--- config.mk ---
export PLATFORM = sky130hd
export DESIGN_NAME = fieldbus_bridge_update_timing
export DESIGN_NICKNAME = d
export VERILOG_FILES = /design/src/rtl/bridge_timing_pkg.sv /design/src/rtl/stream_if.sv /design/src/rtl/word_fifo.sv /design/src/rtl/fieldbus_bridge_update_timing.sv
export SDC_FILE = /design/constraint.sdc
export NUM_CORES = 1
export LEC_CHECK = 0
export BUFFER_PORTS_ARGS = -buffer_cell sky130_fd_sc_hd__buf_2
export CAP_MARGIN = 20
export CORE_UTILIZATION = 39
export DETAILED_ROUTE_END_ITERATION = 10
export PLACE_DENSITY = 0.62
export SETUP_SLACK_MARGIN = 0.4
export SLEW_MARGIN = 20
export SYNTH_ARGS = -nofsm -noshare
export SYNTH_HDL_FRONTEND = slang
export SYNTH_HIERARCHICAL = 1
export SYNTH_SLANG_ARGS = --single-unit
export TNS_END_PERCENT = 100
--- constraint.sdc ---
create_clock -name mclk -period 3.5 [get_ports mclk]
set_clock_uncertainty 0.05 [all_clocks]
set_input_delay 0.175 -clock mclk [delete_from_list [all_inputs] [get_ports mclk]]
set_output_delay 0.175 -clock mclk [all_outputs]
set_load 0.02 [all_outputs]
--- src/rtl/bridge_timing_pkg.sv ---
// Constants and types shared by the bridge timing design.
// Assumes a 100 MHz system clock.
package bridge_timing_pkg;
   // ----------------------------------------------------------------
   // Clock and time base
   // ----------------------------------------------------------------
   localparam int CLK_PERIOD_NS = 10;
   localparam int UNIT_TIME_NS = 37000;
   localparam int UNIT_CYCLES = (UNIT_TIME_NS + CLK_PERIOD_NS - 1) /
                                CLK_PERIOD_NS;
   localparam int UNIT_W = $clog2(UNIT_CYCLES);
   localparam logic [UNIT_W-1:0] UNIT_LAST = UNIT_W'(UNIT_CYCLES - 1);
   localparam int PROC_TIME_NS = 1000000;
   localparam int PROC_CYCLES = (PROC_TIME_NS + CLK_PERIOD_NS - 1) /
                                CLK_PERIOD_NS;

   // ----------------------------------------------------------------
   // Cycle formula factors
   // ----------------------------------------------------------------
   localparam int BIT_BASE_UNITS = 32;
   localparam int AUTO_MULT = 3;
   localparam int READ_MULT = 27;
   localparam int WRITE_MULT = 39;
   localparam int SINGLE_TARGETS = 1;
   localparam int MULT_W = 6;

   // ----------------------------------------------------------------
   // Default widths
   // ----------------------------------------------------------------
   localparam int BIT_POINTS_W = 11;
   localparam int WORD_LEN_W = 16;
   localparam int BIT_W = 16;
   localparam int WORD_W = 16;
   localparam int ID_W = 8;
   localparam int FIFO_DEPTH = 16;

   typedef enum logic [1:0] {
      p_idle = 2'b01,
      p_run = 2'b10
   } param_state_t;
endpackage

--- src/rtl/stream_if.sv ---
// Valid/ready word stream between the bridge and its buffer.
// Assumes both ends share one clock.
`timescale 1ns/100ps
interface stream_if #(parameter int WIDTH = 16);
   logic valid;
   logic ready;
   logic [WIDTH-1:0] data;
   modport src (output valid, output data, input ready);
   modport snk (input valid, input data, output ready);
endinterface

--- src/rtl/word_fifo.sv ---
// Synchronous FIFO with valid/ready on both sides.
// Assumes one clock and an asynchronous active-low reset.
`timescale 1ns/100ps
module word_fifo #(
   parameter int WIDTH = 16,
   parameter int DEPTH = 16
) (
   input wire logic mclk,
   input wire logic rst_b,
   stream_if.snk fill,
   stream_if.src drain
);
   localparam int AW = $clog2(DEPTH);

   initial begin
      if (DEPTH < 2 || (1 << AW) != DEPTH)
         $error("word_fifo depth must be a power of two");
   end

   logic [WIDTH-1:0] mem [DEPTH];
   logic [AW:0] wr_ptr;
   logic [AW:0] rd_ptr;
   logic full;
   logic empty;
   logic push;
   logic pop;

   // ----------------------------------------------------------------
   // Flags
   // ----------------------------------------------------------------
   assign full = (wr_ptr[AW] != rd_ptr[AW]) &&
                 (wr_ptr[AW-1:0] == rd_ptr[AW-1:0]);
   assign empty = (wr_ptr == rd_ptr);
   assign fill.ready = ~full;
   assign drain.valid = ~empty;
   assign drain.data = mem[rd_ptr[AW-1:0]];
   assign push = fill.valid & ~full;
   assign pop = drain.ready & ~empty;

   // ----------------------------------------------------------------
   // Storage and pointers
   // ----------------------------------------------------------------
   always_ff @(posedge mclk) begin
      if (push)
         mem[wr_ptr[AW-1:0]] <= fill.data;
   end

   always_ff @(posedge mclk or negedge rst_b) begin
      if (!rst_b)
         wr_ptr <= '0;
      else if (push)
         wr_ptr <= wr_ptr + 1'b1;
   end

   always_ff @(posedge mclk or negedge rst_b) begin
      if (!rst_b)
         rd_ptr <= '0;
      else if (pop)
         rd_ptr <= rd_ptr + 1'b1;
   end
endmodule

--- src/rtl/fieldbus_bridge_update_timing.sv ---
// Timing engine of the field-bus bridge: data update, response delays
// and parameter access scheduling.
// Assumes frame, bit and upstream inputs come from logic on mclk.
// Function
// - Word main and check values come from one frame and are sampled within one word cycle.
// - A word frame without abnormality updates the word input area within one word cycle while the buffer has room.
// - Field transmission takes two bit cycles for bit data and one word cycle for word data.
// - Bridge processing takes 1.0 ms in each direction.
// - Input delay is slave input time plus transmission plus processing.
// - Output delay is processing plus transmission plus slave output time.
// - Parameter sync runs on its own schedule apart from cyclic data.
// - Auto-updated parameters refresh every connected IDs times cycle times 3.
// - A parameter read takes target IDs times bit cycles times 27.
// - A parameter write takes target IDs times bit cycles times 39.
// - Single access targets one ID, batch access the registered ID count.
// - A bit cycle lasts half the bit points plus 32, times 37 us.
`timescale 1ns/100ps
module fieldbus_bridge_update_timing #(
   parameter int PROC_CYCLES = bridge_timing_pkg::PROC_CYCLES,
   parameter int UNIT_CYCLES = bridge_timing_pkg::UNIT_CYCLES,
   parameter int BIT_POINTS_W = bridge_timing_pkg::BIT_POINTS_W,
   parameter int WORD_LEN_W = bridge_timing_pkg::WORD_LEN_W,
   parameter int BIT_W = bridge_timing_pkg::BIT_W,
   parameter int WORD_W = bridge_timing_pkg::WORD_W,
   parameter int ID_W = bridge_timing_pkg::ID_W,
   parameter int FIFO_DEPTH = bridge_timing_pkg::FIFO_DEPTH
) (
   input wire logic mclk,
   input wire logic rst_b,
   input wire logic [BIT_POINTS_W-1:0] bit_points,
   input wire logic [WORD_LEN_W-1:0] word_len,
   input wire logic [BIT_W-1:0] bit_in,
   input wire logic frame_valid,
   input wire logic [WORD_W-1:0] frame_main,
   input wire logic [WORD_W-1:0] frame_check,
   input wire logic up_ready,
   input wire logic up_out_valid,
   input wire logic [WORD_W-1:0] up_out_word,
   input wire logic param_req,
   input wire logic param_write,
   input wire logic param_batch,
   input wire logic [ID_W-1:0] ids_registered,
   input wire logic [ID_W-1:0] ids_connected,
   output logic [BIT_W-1:0] bit_area,
   output logic [WORD_W-1:0] word_in_area,
   output logic word_update,
   output logic word_abnormal,
   output logic up_valid,
   output logic [WORD_W-1:0] up_word,
   output logic up_out_ready,
   output logic field_out_valid,
   output logic [WORD_W-1:0] field_out_word,
   output logic param_busy,
   output logic param_done,
   output logic auto_refresh
);
   localparam int PT_W = $clog2(PROC_CYCLES + 1);
   localparam int UN_W = $clog2(UNIT_CYCLES);
   localparam logic [UN_W-1:0] UNIT_END = UN_W'(UNIT_CYCLES - 1);
   localparam int RM_W = ID_W + bridge_timing_pkg::MULT_W;
   localparam int AU_W = ID_W + 2;
   localparam logic [PT_W-1:0] PROC_LAST = PT_W'(PROC_CYCLES - 1);

   initial begin
      if (PROC_CYCLES < 1 || UNIT_CYCLES < 2 || ID_W < 1 ||
          BIT_POINTS_W < 7)
         $error("fieldbus_bridge_update_timing: bad parameters");
   end

   // ----------------------------------------------------------------
   // Time base and cycle ticks
   // ----------------------------------------------------------------
   logic [UN_W-1:0] unit_cnt;
   logic unit_tick;
   logic [BIT_POINTS_W-1:0] bit_len;
   logic [BIT_POINTS_W-1:0] bit_cnt;
   logic bit_tick;
   logic [WORD_LEN_W-1:0] word_cnt;
   logic word_tick;

   assign unit_tick = (unit_cnt == UNIT_END);
   assign bit_len = {1'b0, bit_points[BIT_POINTS_W-1:1]} +
                    BIT_POINTS_W'(bridge_timing_pkg::BIT_BASE_UNITS);
   assign bit_tick = unit_tick && (bit_cnt == bit_len - 1'b1);
   assign word_tick = unit_tick &&
                      (word_len == '0 || word_cnt == word_len - 1'b1);

   always_ff @(posedge mclk or negedge rst_b) begin
      if (!rst_b)
         unit_cnt <= '0;
      else if (unit_tick)
         unit_cnt <= '0;
      else
         unit_cnt <= unit_cnt + 1'b1;
   end

   always_ff @(posedge mclk or negedge rst_b) begin
      if (!rst_b)
         bit_cnt <= '0;
      else if (bit_tick)
         bit_cnt <= '0;
      else if (unit_tick)
         bit_cnt <= bit_cnt + 1'b1;
   end

   always_ff @(posedge mclk or negedge rst_b) begin
      if (!rst_b)
         word_cnt <= '0;
      else if (word_tick)
         word_cnt <= '0;
      else if (unit_tick)
         word_cnt <= word_cnt + 1'b1;
   end

   // ----------------------------------------------------------------
   // Bit input, taken after two equal samples
   // ----------------------------------------------------------------
   logic [BIT_W-1:0] bit_prev;

   always_ff @(posedge mclk or negedge rst_b) begin
      if (!rst_b) begin
         bit_prev <= '0;
         bit_area <= '0;
      end else if (bit_tick) begin
         bit_prev <= bit_in;
         if (bit_in == bit_prev)
            bit_area <= bit_in;
      end
   end

   // ----------------------------------------------------------------
   // Word input sampling
   // ----------------------------------------------------------------
   logic frame_good;
   logic pend;
   logic [WORD_W-1:0] pend_word;
   logic take;

   stream_if #(.WIDTH(WORD_W)) fill_s ();
   stream_if #(.WIDTH(WORD_W)) drain_s ();

   assign frame_good = frame_valid && (frame_main == frame_check);
   assign take = word_tick && pend && fill_s.ready;
   assign fill_s.valid = take;
   assign fill_s.data = pend_word;

   always_ff @(posedge mclk or negedge rst_b) begin
      if (!rst_b)
         pend <= 1'b0;
      else if (frame_good)
         pend <= 1'b1;
      else if (take)
         pend <= 1'b0;
   end

   always_ff @(posedge mclk or negedge rst_b) begin
      if (!rst_b)
         pend_word <= '0;
      else if (frame_good)
         pend_word <= frame_main;
   end

   always_ff @(posedge mclk or negedge rst_b) begin
      if (!rst_b) begin
         word_in_area <= '0;
         word_update <= 1'b0;
      end else begin
         word_update <= take;
         if (take)
            word_in_area <= pend_word;
      end
   end

   always_ff @(posedge mclk or negedge rst_b) begin
      if (!rst_b)
         word_abnormal <= 1'b0;
      else
         word_abnormal <= frame_valid && (frame_main != frame_check);
   end

   word_fifo #(.WIDTH(WORD_W), .DEPTH(FIFO_DEPTH)) u_fifo (
      .mclk(mclk),
      .rst_b(rst_b),
      .fill(fill_s),
      .drain(drain_s)
   );

   // ----------------------------------------------------------------
   // Input processing stage toward upstream
   // ----------------------------------------------------------------
   logic in_busy;
   logic [PT_W-1:0] in_tmr;
   logic in_start;

   assign in_start = drain_s.valid && !in_busy && !up_valid;
   assign drain_s.ready = in_busy && (in_tmr == '0);

   always_ff @(posedge mclk or negedge rst_b) begin
      if (!rst_b) begin
         in_busy <= 1'b0;
         in_tmr <= '0;
      end else if (in_start) begin
         in_busy <= 1'b1;
         in_tmr <= PROC_LAST;
      end else if (in_busy && in_tmr == '0) begin
         in_busy <= 1'b0;
      end else if (in_busy) begin
         in_tmr <= in_tmr - 1'b1;
      end
   end

   always_ff @(posedge mclk or negedge rst_b) begin
      if (!rst_b) begin
         up_valid <= 1'b0;
         up_word <= '0;
      end else if (drain_s.ready) begin
         up_valid <= 1'b1;
         up_word <= drain_s.data;
      end else if (up_ready) begin
         up_valid <= 1'b0;
      end
   end

   // ----------------------------------------------------------------
   // Output path: processing, then next word cycle
   // ----------------------------------------------------------------
   logic out_busy;
   logic out_wait;
   logic [PT_W-1:0] out_tmr;
   logic [WORD_W-1:0] out_hold;

   always_ff @(posedge mclk or negedge rst_b) begin
      if (!rst_b) begin
         out_busy <= 1'b0;
         out_wait <= 1'b0;
         out_tmr <= '0;
         out_hold <= '0;
         up_out_ready <= 1'b0;
      end else begin
         up_out_ready <= !out_busy && !(up_out_valid && up_out_ready);
         if (up_out_valid && up_out_ready) begin
            out_busy <= 1'b1;
            out_tmr <= PROC_LAST;
            out_hold <= up_out_word;
         end else if (out_busy && !out_wait && out_tmr == '0) begin
            out_wait <= 1'b1;
         end else if (out_busy && !out_wait) begin
            out_tmr <= out_tmr - 1'b1;
         end else if (out_wait && word_tick) begin
            out_wait <= 1'b0;
            out_busy <= 1'b0;
         end
      end
   end

   always_ff @(posedge mclk or negedge rst_b) begin
      if (!rst_b) begin
         field_out_valid <= 1'b0;
         field_out_word <= '0;
      end else begin
         field_out_valid <= out_wait && word_tick;
         if (out_wait && word_tick)
            field_out_word <= out_hold;
      end
   end

   // ----------------------------------------------------------------
   // Parameter access, on bit cycles
   // ----------------------------------------------------------------
   bridge_timing_pkg::param_state_t pstate;
   logic [ID_W-1:0] targets;
   logic [RM_W-1:0] mult;
   logic [RM_W-1:0] remain;
   logic p_start;

   assign targets = param_batch ? ids_registered :
                    ID_W'(bridge_timing_pkg::SINGLE_TARGETS);
   assign mult = param_write ?
                 RM_W'(bridge_timing_pkg::WRITE_MULT) :
                 RM_W'(bridge_timing_pkg::READ_MULT);
   assign p_start = param_req && (pstate == bridge_timing_pkg::p_idle) &&
                    (targets != '0);

   always_ff @(posedge mclk or negedge rst_b) begin
      if (!rst_b) begin
         pstate <= bridge_timing_pkg::p_idle;
         remain <= '0;
         param_busy <= 1'b0;
         param_done <= 1'b0;
      end else begin
         param_done <= 1'b0;
         case (pstate)
            bridge_timing_pkg::p_idle: begin
               if (p_start) begin
                  remain <= RM_W'(RM_W'(targets) * mult);
                  pstate <= bridge_timing_pkg::p_run;
                  param_busy <= 1'b1;
               end
            end
            bridge_timing_pkg::p_run: begin
               if (bit_tick && remain == RM_W'(1)) begin
                  pstate <= bridge_timing_pkg::p_idle;
                  param_busy <= 1'b0;
                  param_done <= 1'b1;
               end else if (bit_tick) begin
                  remain <= remain - 1'b1;
               end
            end
            default: begin
               pstate <= bridge_timing_pkg::p_idle;
               param_busy <= 1'b0;
            end
         endcase
      end
   end

   // ----------------------------------------------------------------
   // Automatic parameter refresh
   // ----------------------------------------------------------------
   logic [AU_W-1:0] auto_cnt;
   logic [AU_W-1:0] auto_last;

   assign auto_last = AU_W'(AU_W'(ids_connected) *
                      AU_W'(bridge_timing_pkg::AUTO_MULT)) - 1'b1;

   always_ff @(posedge mclk or negedge rst_b) begin
      if (!rst_b) begin
         auto_cnt <= '0;
         auto_refresh <= 1'b0;
      end else begin
         auto_refresh <= 1'b0;
         if (ids_connected == '0) begin
            auto_cnt <= '0;
         end else if (bit_tick && auto_cnt >= auto_last) begin
            auto_cnt <= '0;
            auto_refresh <= 1'b1;
         end else if (bit_tick) begin
            auto_cnt <= auto_cnt + 1'b1;
         end
      end
   end
endmodule

==> results.cfg, run 1 <==
[outcome]
status = completed

[die]
die_w_um = 247
dieArea_mm2 = 0.0608
dieHeight_um = 247
core_mm2 = 0.0590
initial_utilization = 0.395
ioPinCount = 187
rows = 89

[worst_setup_path]
path_class = in -> reg
required_ns = 3.93
worst_setup_path_start_kind = primary input
cp.arrival_ns = 3.45
r2r_cells = 12
r2r-start = word_cnt[3]
critPathLaunch = ids_registered[3]
regToRegSetupSlack_ns = 0.55
rr_endpoint = u_fifo/mem[1][0]
path_max_fanout = 4
worstSetupEndpointType = register

[synthesis]
synthCells = 1761
synthFlopType = edfxtp_1
ys_types = 79
avgSynthCellArea_um2 = 13.3
yosys_register_bits = 488
syn-num-nets = 1967
ys.warnings.count = 6
synth-edff-count = 256
yosysSeqAreaShare = 0.578
synthArstFlopShare = 0.475
synth_area_mm2 = 0.0233

[clock_tree]
cts-root-buf = clkbuf_16
h-tree-depth = 2
cts.path.max_buffers = 3
cts.clk_slew.worst_paths_ns = 0.07
clkSinkCount = 488
clk_latency_ns = 0.61
cts_buffers = 50
cts_tree = built

[place]
dp_hpwl_um = 36800
dp_slack_ns = -0.416
gp_congestion = 0.817
port_buffers = 185

[timing]
finalHoldViolCount = 0
timing.hold.ws_ns = 0.0929
setup-violations-final = 0
period_minus_slack_ns = 3.02
fin_setup_tns_ns = 0
finalCritPeriodShare = 0.862
slew_headroom = 0.293
fin_ws_ns = 0.481
fmax_ghz = 0.331
worst_pin_slew_ns = 1.06
rsz0062_at_grt = yes
timing.final.max_slew_violations = 0

[global_routing]
antenna_found_initial = 2
grt_first_pass_wirelength_um = 85100
grt_overflow = 0
track_usage = 0.177
grt_pass1_vias = 15900
grt_max_degree = 116

[power]
powerDensity_mw_per_mm2 = 443
fin_total_pwr_uw = 12600
ir_drop_v = 0.000489
p_leak_uw = 0.0122

[cells_and_area]
final_common_cell = edfxtp_1
mostFrequentLayoutCells = 256 x edfxtp_1, 229 x dfrtp_1, 181 x buf_2, 118 x nand2_1, 101 x xnor2_1
layout-drive-gt1-share = 0.277
area_growth_pct = 21.4
fin_nets = 2289

[route]
viasPerCell = 5.29
drtAntennaViolNets = 0
wl_per_cell_um = 18.3
finalWirelength_um = 53100
num_vias = 15300
drt_first_iter_violations = 826
firstDrtPassIters = 5
remaining_drc_errors = 0

[min_path]
min_from = param_req
hold_path_end = remain[12]
hp-class = in -> reg
min_path_cells = 6

[flow_run]
maxCapViolCount = 0
==> report_power, final <==
group          internal [µW]  leakage [µW]  total (µW)  switching [µW]
clock                   2900      0.000792        5260            2360
sequential              6100       0.00598        6180            79.2
combinational            542       0.00541        1110             566
total                   9550        0.0122       12600            3010
==> cells in the mapped netlist, types with 19 or more instances <==
library cell  count  area, µm²
a21oi_1          38        190
and3_1           20        125
clkbuf_1         36        135
dfrtp_1         231       5780
edfxtp_1        256       7690
fa_1             19        380
ha_1             72        901
inv_1            84        315
mux2_2           90       1010
mux2i_1          54        541
mux4_2           45       1010
nand2_1         124        465
nand3_1          33        165
nand4_1          32        200
nor2_1          106        398
nor3_1           37        185
o21ai_0          56        280
or3_1            24        150
xnor2_1         101        885
xor2_1           38        333
==> layout make-up <==
class                   instances  area (µm²)
well taps                     773         967
clock buffers                  60        1320
inverters                      84         323
flip-flops and latches        488       13500
clock inverters                34         322
multi-input cells            1123        9550
fillers                      5152       30700
repair buffers                336        2350
diodes                          1        2.50
==> cells by family after synthesis <==
| kind of cell | Yosys count | synth area share |
|---|---|---|
| AOI/OAI and AO/OA | 223 | 0.0626 |
| buffers and inverters | 150 | 0.0284 |
| muxes | 201 | 0.119 |
| and+or+nand+nor | 469 | 0.105 |
| adders and majority gates | 91 | 0.0549 |
| DFF | 488 | 0.578 |
| xor gates and xnor gates | 139 | 0.0522 |
==> worst max-delay path by stage <==
| stage | end | cells after the start |
|---|---|---|
| finish | remain[12] | 17 |
| CTS | remain[11] | 17 |
| detailed placement | remain[12] | 15 |
| global route | remain[12] | 17 |
| floorplan | remain[12] | 16 |
| global placement | remain[12] | 15 |
==> what timing repair did <==
item / 4_1_cts / 5_1_grt
hold buffers: 51 / 0
cloned: 0 / 1
resized for setup: 5 / 26
buffers inserted: 0 / 5
hold endpoints to repair: 179 / 0
pin swaps: 2 / 22
endpoints found under the setup margin: 3 / 41
==> metrics by stage <==
| stage | utilization | cells | cell area, µm² |
|---|---|---|---|
| floorplan | - | 1761 | 23600 |
| global placement | 0.440 | 2747 | 26000 |
| detailed placement | 0.440 | 2747 | 26000 |
| CTS | 0.477 | 2892 | 28200 |
| global route | 0.480 | 2899 | 28300 |
| finish | 0.480 | 2899 | 28300 |
==> critical path, cell delays in order <==
cell and delay, ns:
buf_4 0.12, nand2_4 0.08, inv_4 0.04, nand2_4 0.06, fa_1 0.43, fa_1 0.50
fa_1 0.56, inv_2 0.05, ha_4 0.22, o21a_1 0.20, a21oi_2 0.19, o21ai_2 0.10
a2111oi_2 0.35, nor3_1 0.11, xor2_1 0.15, nand2_1 0.07, nand3_1 0.06
==> metal layers <==
layer | GRT usage | up-vias | share of wire
li1 | - | 7159 | -
met1 | 0.223 | 7810 | 0.42
met2 | 0.314 | 271 | 0.52
met3 | 0.0312 | 84 | 0.042
met4 | 0.0459 | 0 | 0.021
met5 | 0 | - | 0
==> state kept, by name, summed over array words and instances, names as in the netlist, 5 cells and up <==
register	flops
u_fifo/mem	256
in_tmr	17
out_tmr	17
bit_area	16
bit_prev	16
field_out_word	16
fill_s.data	16
out_hold	16
up_word	16
word_cnt	16
word_in_area	16
remain	14
unit_cnt	12
bit_cnt	11
auto_cnt	10
u_fifo/rd_ptr	5
u_fifo/wr_ptr	5
No activity file was read; power rests on OpenSTA's default activity.
==> inputs of run 2 (changes only) <==
CTS_BUF_LIST = sky130_fd_sc_hd__clkbuf_8   (was not set)
==> results.cfg, run 2 (synthesis results as in run 1) <==
[outcome]
status = completed

[cells_and_area]
mostFrequentLayoutCells = 256 x edfxtp_1, 228 x dfrtp_1, 181 x buf_2, 118 x nand2_1, 100 x xnor2_1
final_util = 0.480
final_common_cell = edfxtp_1
layout-drive-gt1-share = 0.287
fin_nets = 2320
largest_reg_flops = 256
seq_area_mm2 = 0.0135
fill_cells = 5206
multi_input_area_mm2 = 0.00953
area_growth_pct = 21.4

[worst_setup_path]
path_max_fanout = 4
cp.arrival_ns = 3.45
r2r_cells = 8
cp_cell_sequence = buf_4 > nand2_4 > inv_4 > nand2_4 > fa_1 > fa_1 > fa_1 > inv_2 > ha_4 > o21a_1 > a21oi_2 > o21ai_2 > a2111oi_2 > nor3_1 > xor2_1 > nand2_1 > nand3_1
crit_buf_inv = 3
required_ns = 3.97
cp_top_family = adder cells
worst_setup_path_start_kind = primary input
critical_path.most_common_cell = fa_1
slowest_delay_ns = 0.56
path_class = in -> reg
cp_slowest_cell = fa_1
cp.depth = 17
worstSetupEndpointType = register

[timing]
fmax_ghz = 0.336
fin_ws_ns = 0.521
finalHoldViolCount = 0
rsz0062_at_grt = yes
setup-violations-final = 0
slew_headroom = 0.297
period_minus_slack_ns = 2.98
finalCritPeriodShare = 0.851
timing.final.max_slew_violations = 0
worst_pin_slew_ns = 1.05

[global_routing]
grt_pass1_vias = 16100
antenna_found_initial = 4
grt_overflow = 0
grt_max_degree = 116
track_usage = 0.180
grt_first_pass_wirelength_um = 85900

[clock_tree]
cts_buffers = 82
cts_tree = built
clk_latency_ns = 0.68
h-tree-depth = 3
cts-root-buf = clkbuf_8
clkSinkCount = 488
cts.clk_slew.worst_paths_ns = 0.06
cts.path.max_buffers = 3

[die]
dieArea_mm2 = 0.0608
die_w_um = 247
initial_utilization = 0.395
ioPinCount = 187
dieHeight_um = 247
rows = 89
core_mm2 = 0.0590

[route]
viasPerCell = 5.19
drt_first_iter_violations = 828
remaining_drc_errors = 0
finalWirelength_um = 53400
wl_per_cell_um = 18.1
num_vias = 15400
firstDrtPassIters = 4
drtAntennaViolNets = 0

[power]
powerDensity_mw_per_mm2 = 435
p_leak_uw = 0.0123
ir_drop_v = 0.000361

[flow_run]
maxCapViolCount = 0

[place]
gp_congestion = 0.817
port_buffers = 185
dp_slack_ns = -0.416
dp_hpwl_um = 36800

[min_path]
min_path_cells = 6
hp-class = in -> reg
==> run 2: changes by cell type in the layout (fill, tap and decap cells not counted), moves of 4 or more <==
cell       previous run  this run
clkbuf_8              1        92
clkbuf_16            52         1
inv_1                79        96
clkinv_1              6        15
clkbuf_1              8         0
clkinv_2              9        13
clkinv_4              4         0
inv_6                 7         3
==> run 2: worst paths after layout <==
path                            slack [ns]              start       endpoint
worst max-delay path                  0.52  ids_registered[3]     remain[12]
worst min-delay path                  0.08     frame_check[3]  word_abnormal
worst max register to register        0.55         out_tmr[4]    out_tmr[14]
worst min register to register        0.41           out_busy   up_out_ready
max in group asynchronous             2.28              rst_b     up_word[6]
min in group asynchronous             0.11              rst_b    bit_prev[5]
==> run 2: worst register-to-register path, cell delays in order, from the launching register on <==
cell and delay (ns):
dfrtp_1 0.43, or4_4 0.58, or4b_2 0.69, o41a_1 0.41, nand3_1 0.20, nor2_1 0.14, nand2_1 0.10, xor2_1 0.16
nor2_1 0.06
==> run 2: repair_timing <==
action	4_1_cts	5_1_grt
setup buffers	0	3
endpoints found under the hold margin	180	0
hold buffers	52	0
resized for setup	3	27
pin swaps	0	16
setup endpoints to repair	2	49
cloned	0	1
==> run 2: layout make-up <==
type                    instances  area share
multi-input cells            1123       0.336
clock buffers                  92      0.0447
clock inverters                59      0.0140
well taps                     773      0.0341
flip-flops and latches        488       0.476
inverters                      84      0.0114
repair buffers                335      0.0828
diodes                          2    0.000177
==> run 2: report_power, final <==
part | total [µW] | internal [µW] | switching [µW]
registers | 6180 | 6100 | 78.8
logic | 1080 | 527 | 556
clock network | 5050 | 2680 | 2370
total | 12300 | 9310 | 3010
==> run 2: metal layers <==
metal,vias up,track usage,routed length [µm]
met3,76,0.0365,2370
li1,7242,-,-
met1,7742,0.222,22600
met4,2,0.0646,1140
met2,293,0.313,27300
met5,-,0,13
==> run 2: metrics by stage <==
stage	power, µW	hold WS, ns	std cells	setup TNS [ns]	cell area [µm²]
2_1_floorplan	6900	-0.171	1761	-0.0696	23600
3_3_place_gp	7250	0.282	2747	-1.88	26000
3_5_place_dp	7300	0.286	2747	-3.31	26000
4_1_cts	12500	0.0217	2950	0	28200
5_1_grt	12900	0.0985	2956	0	28300
6_report	12300	0.0754	2956	0	28300
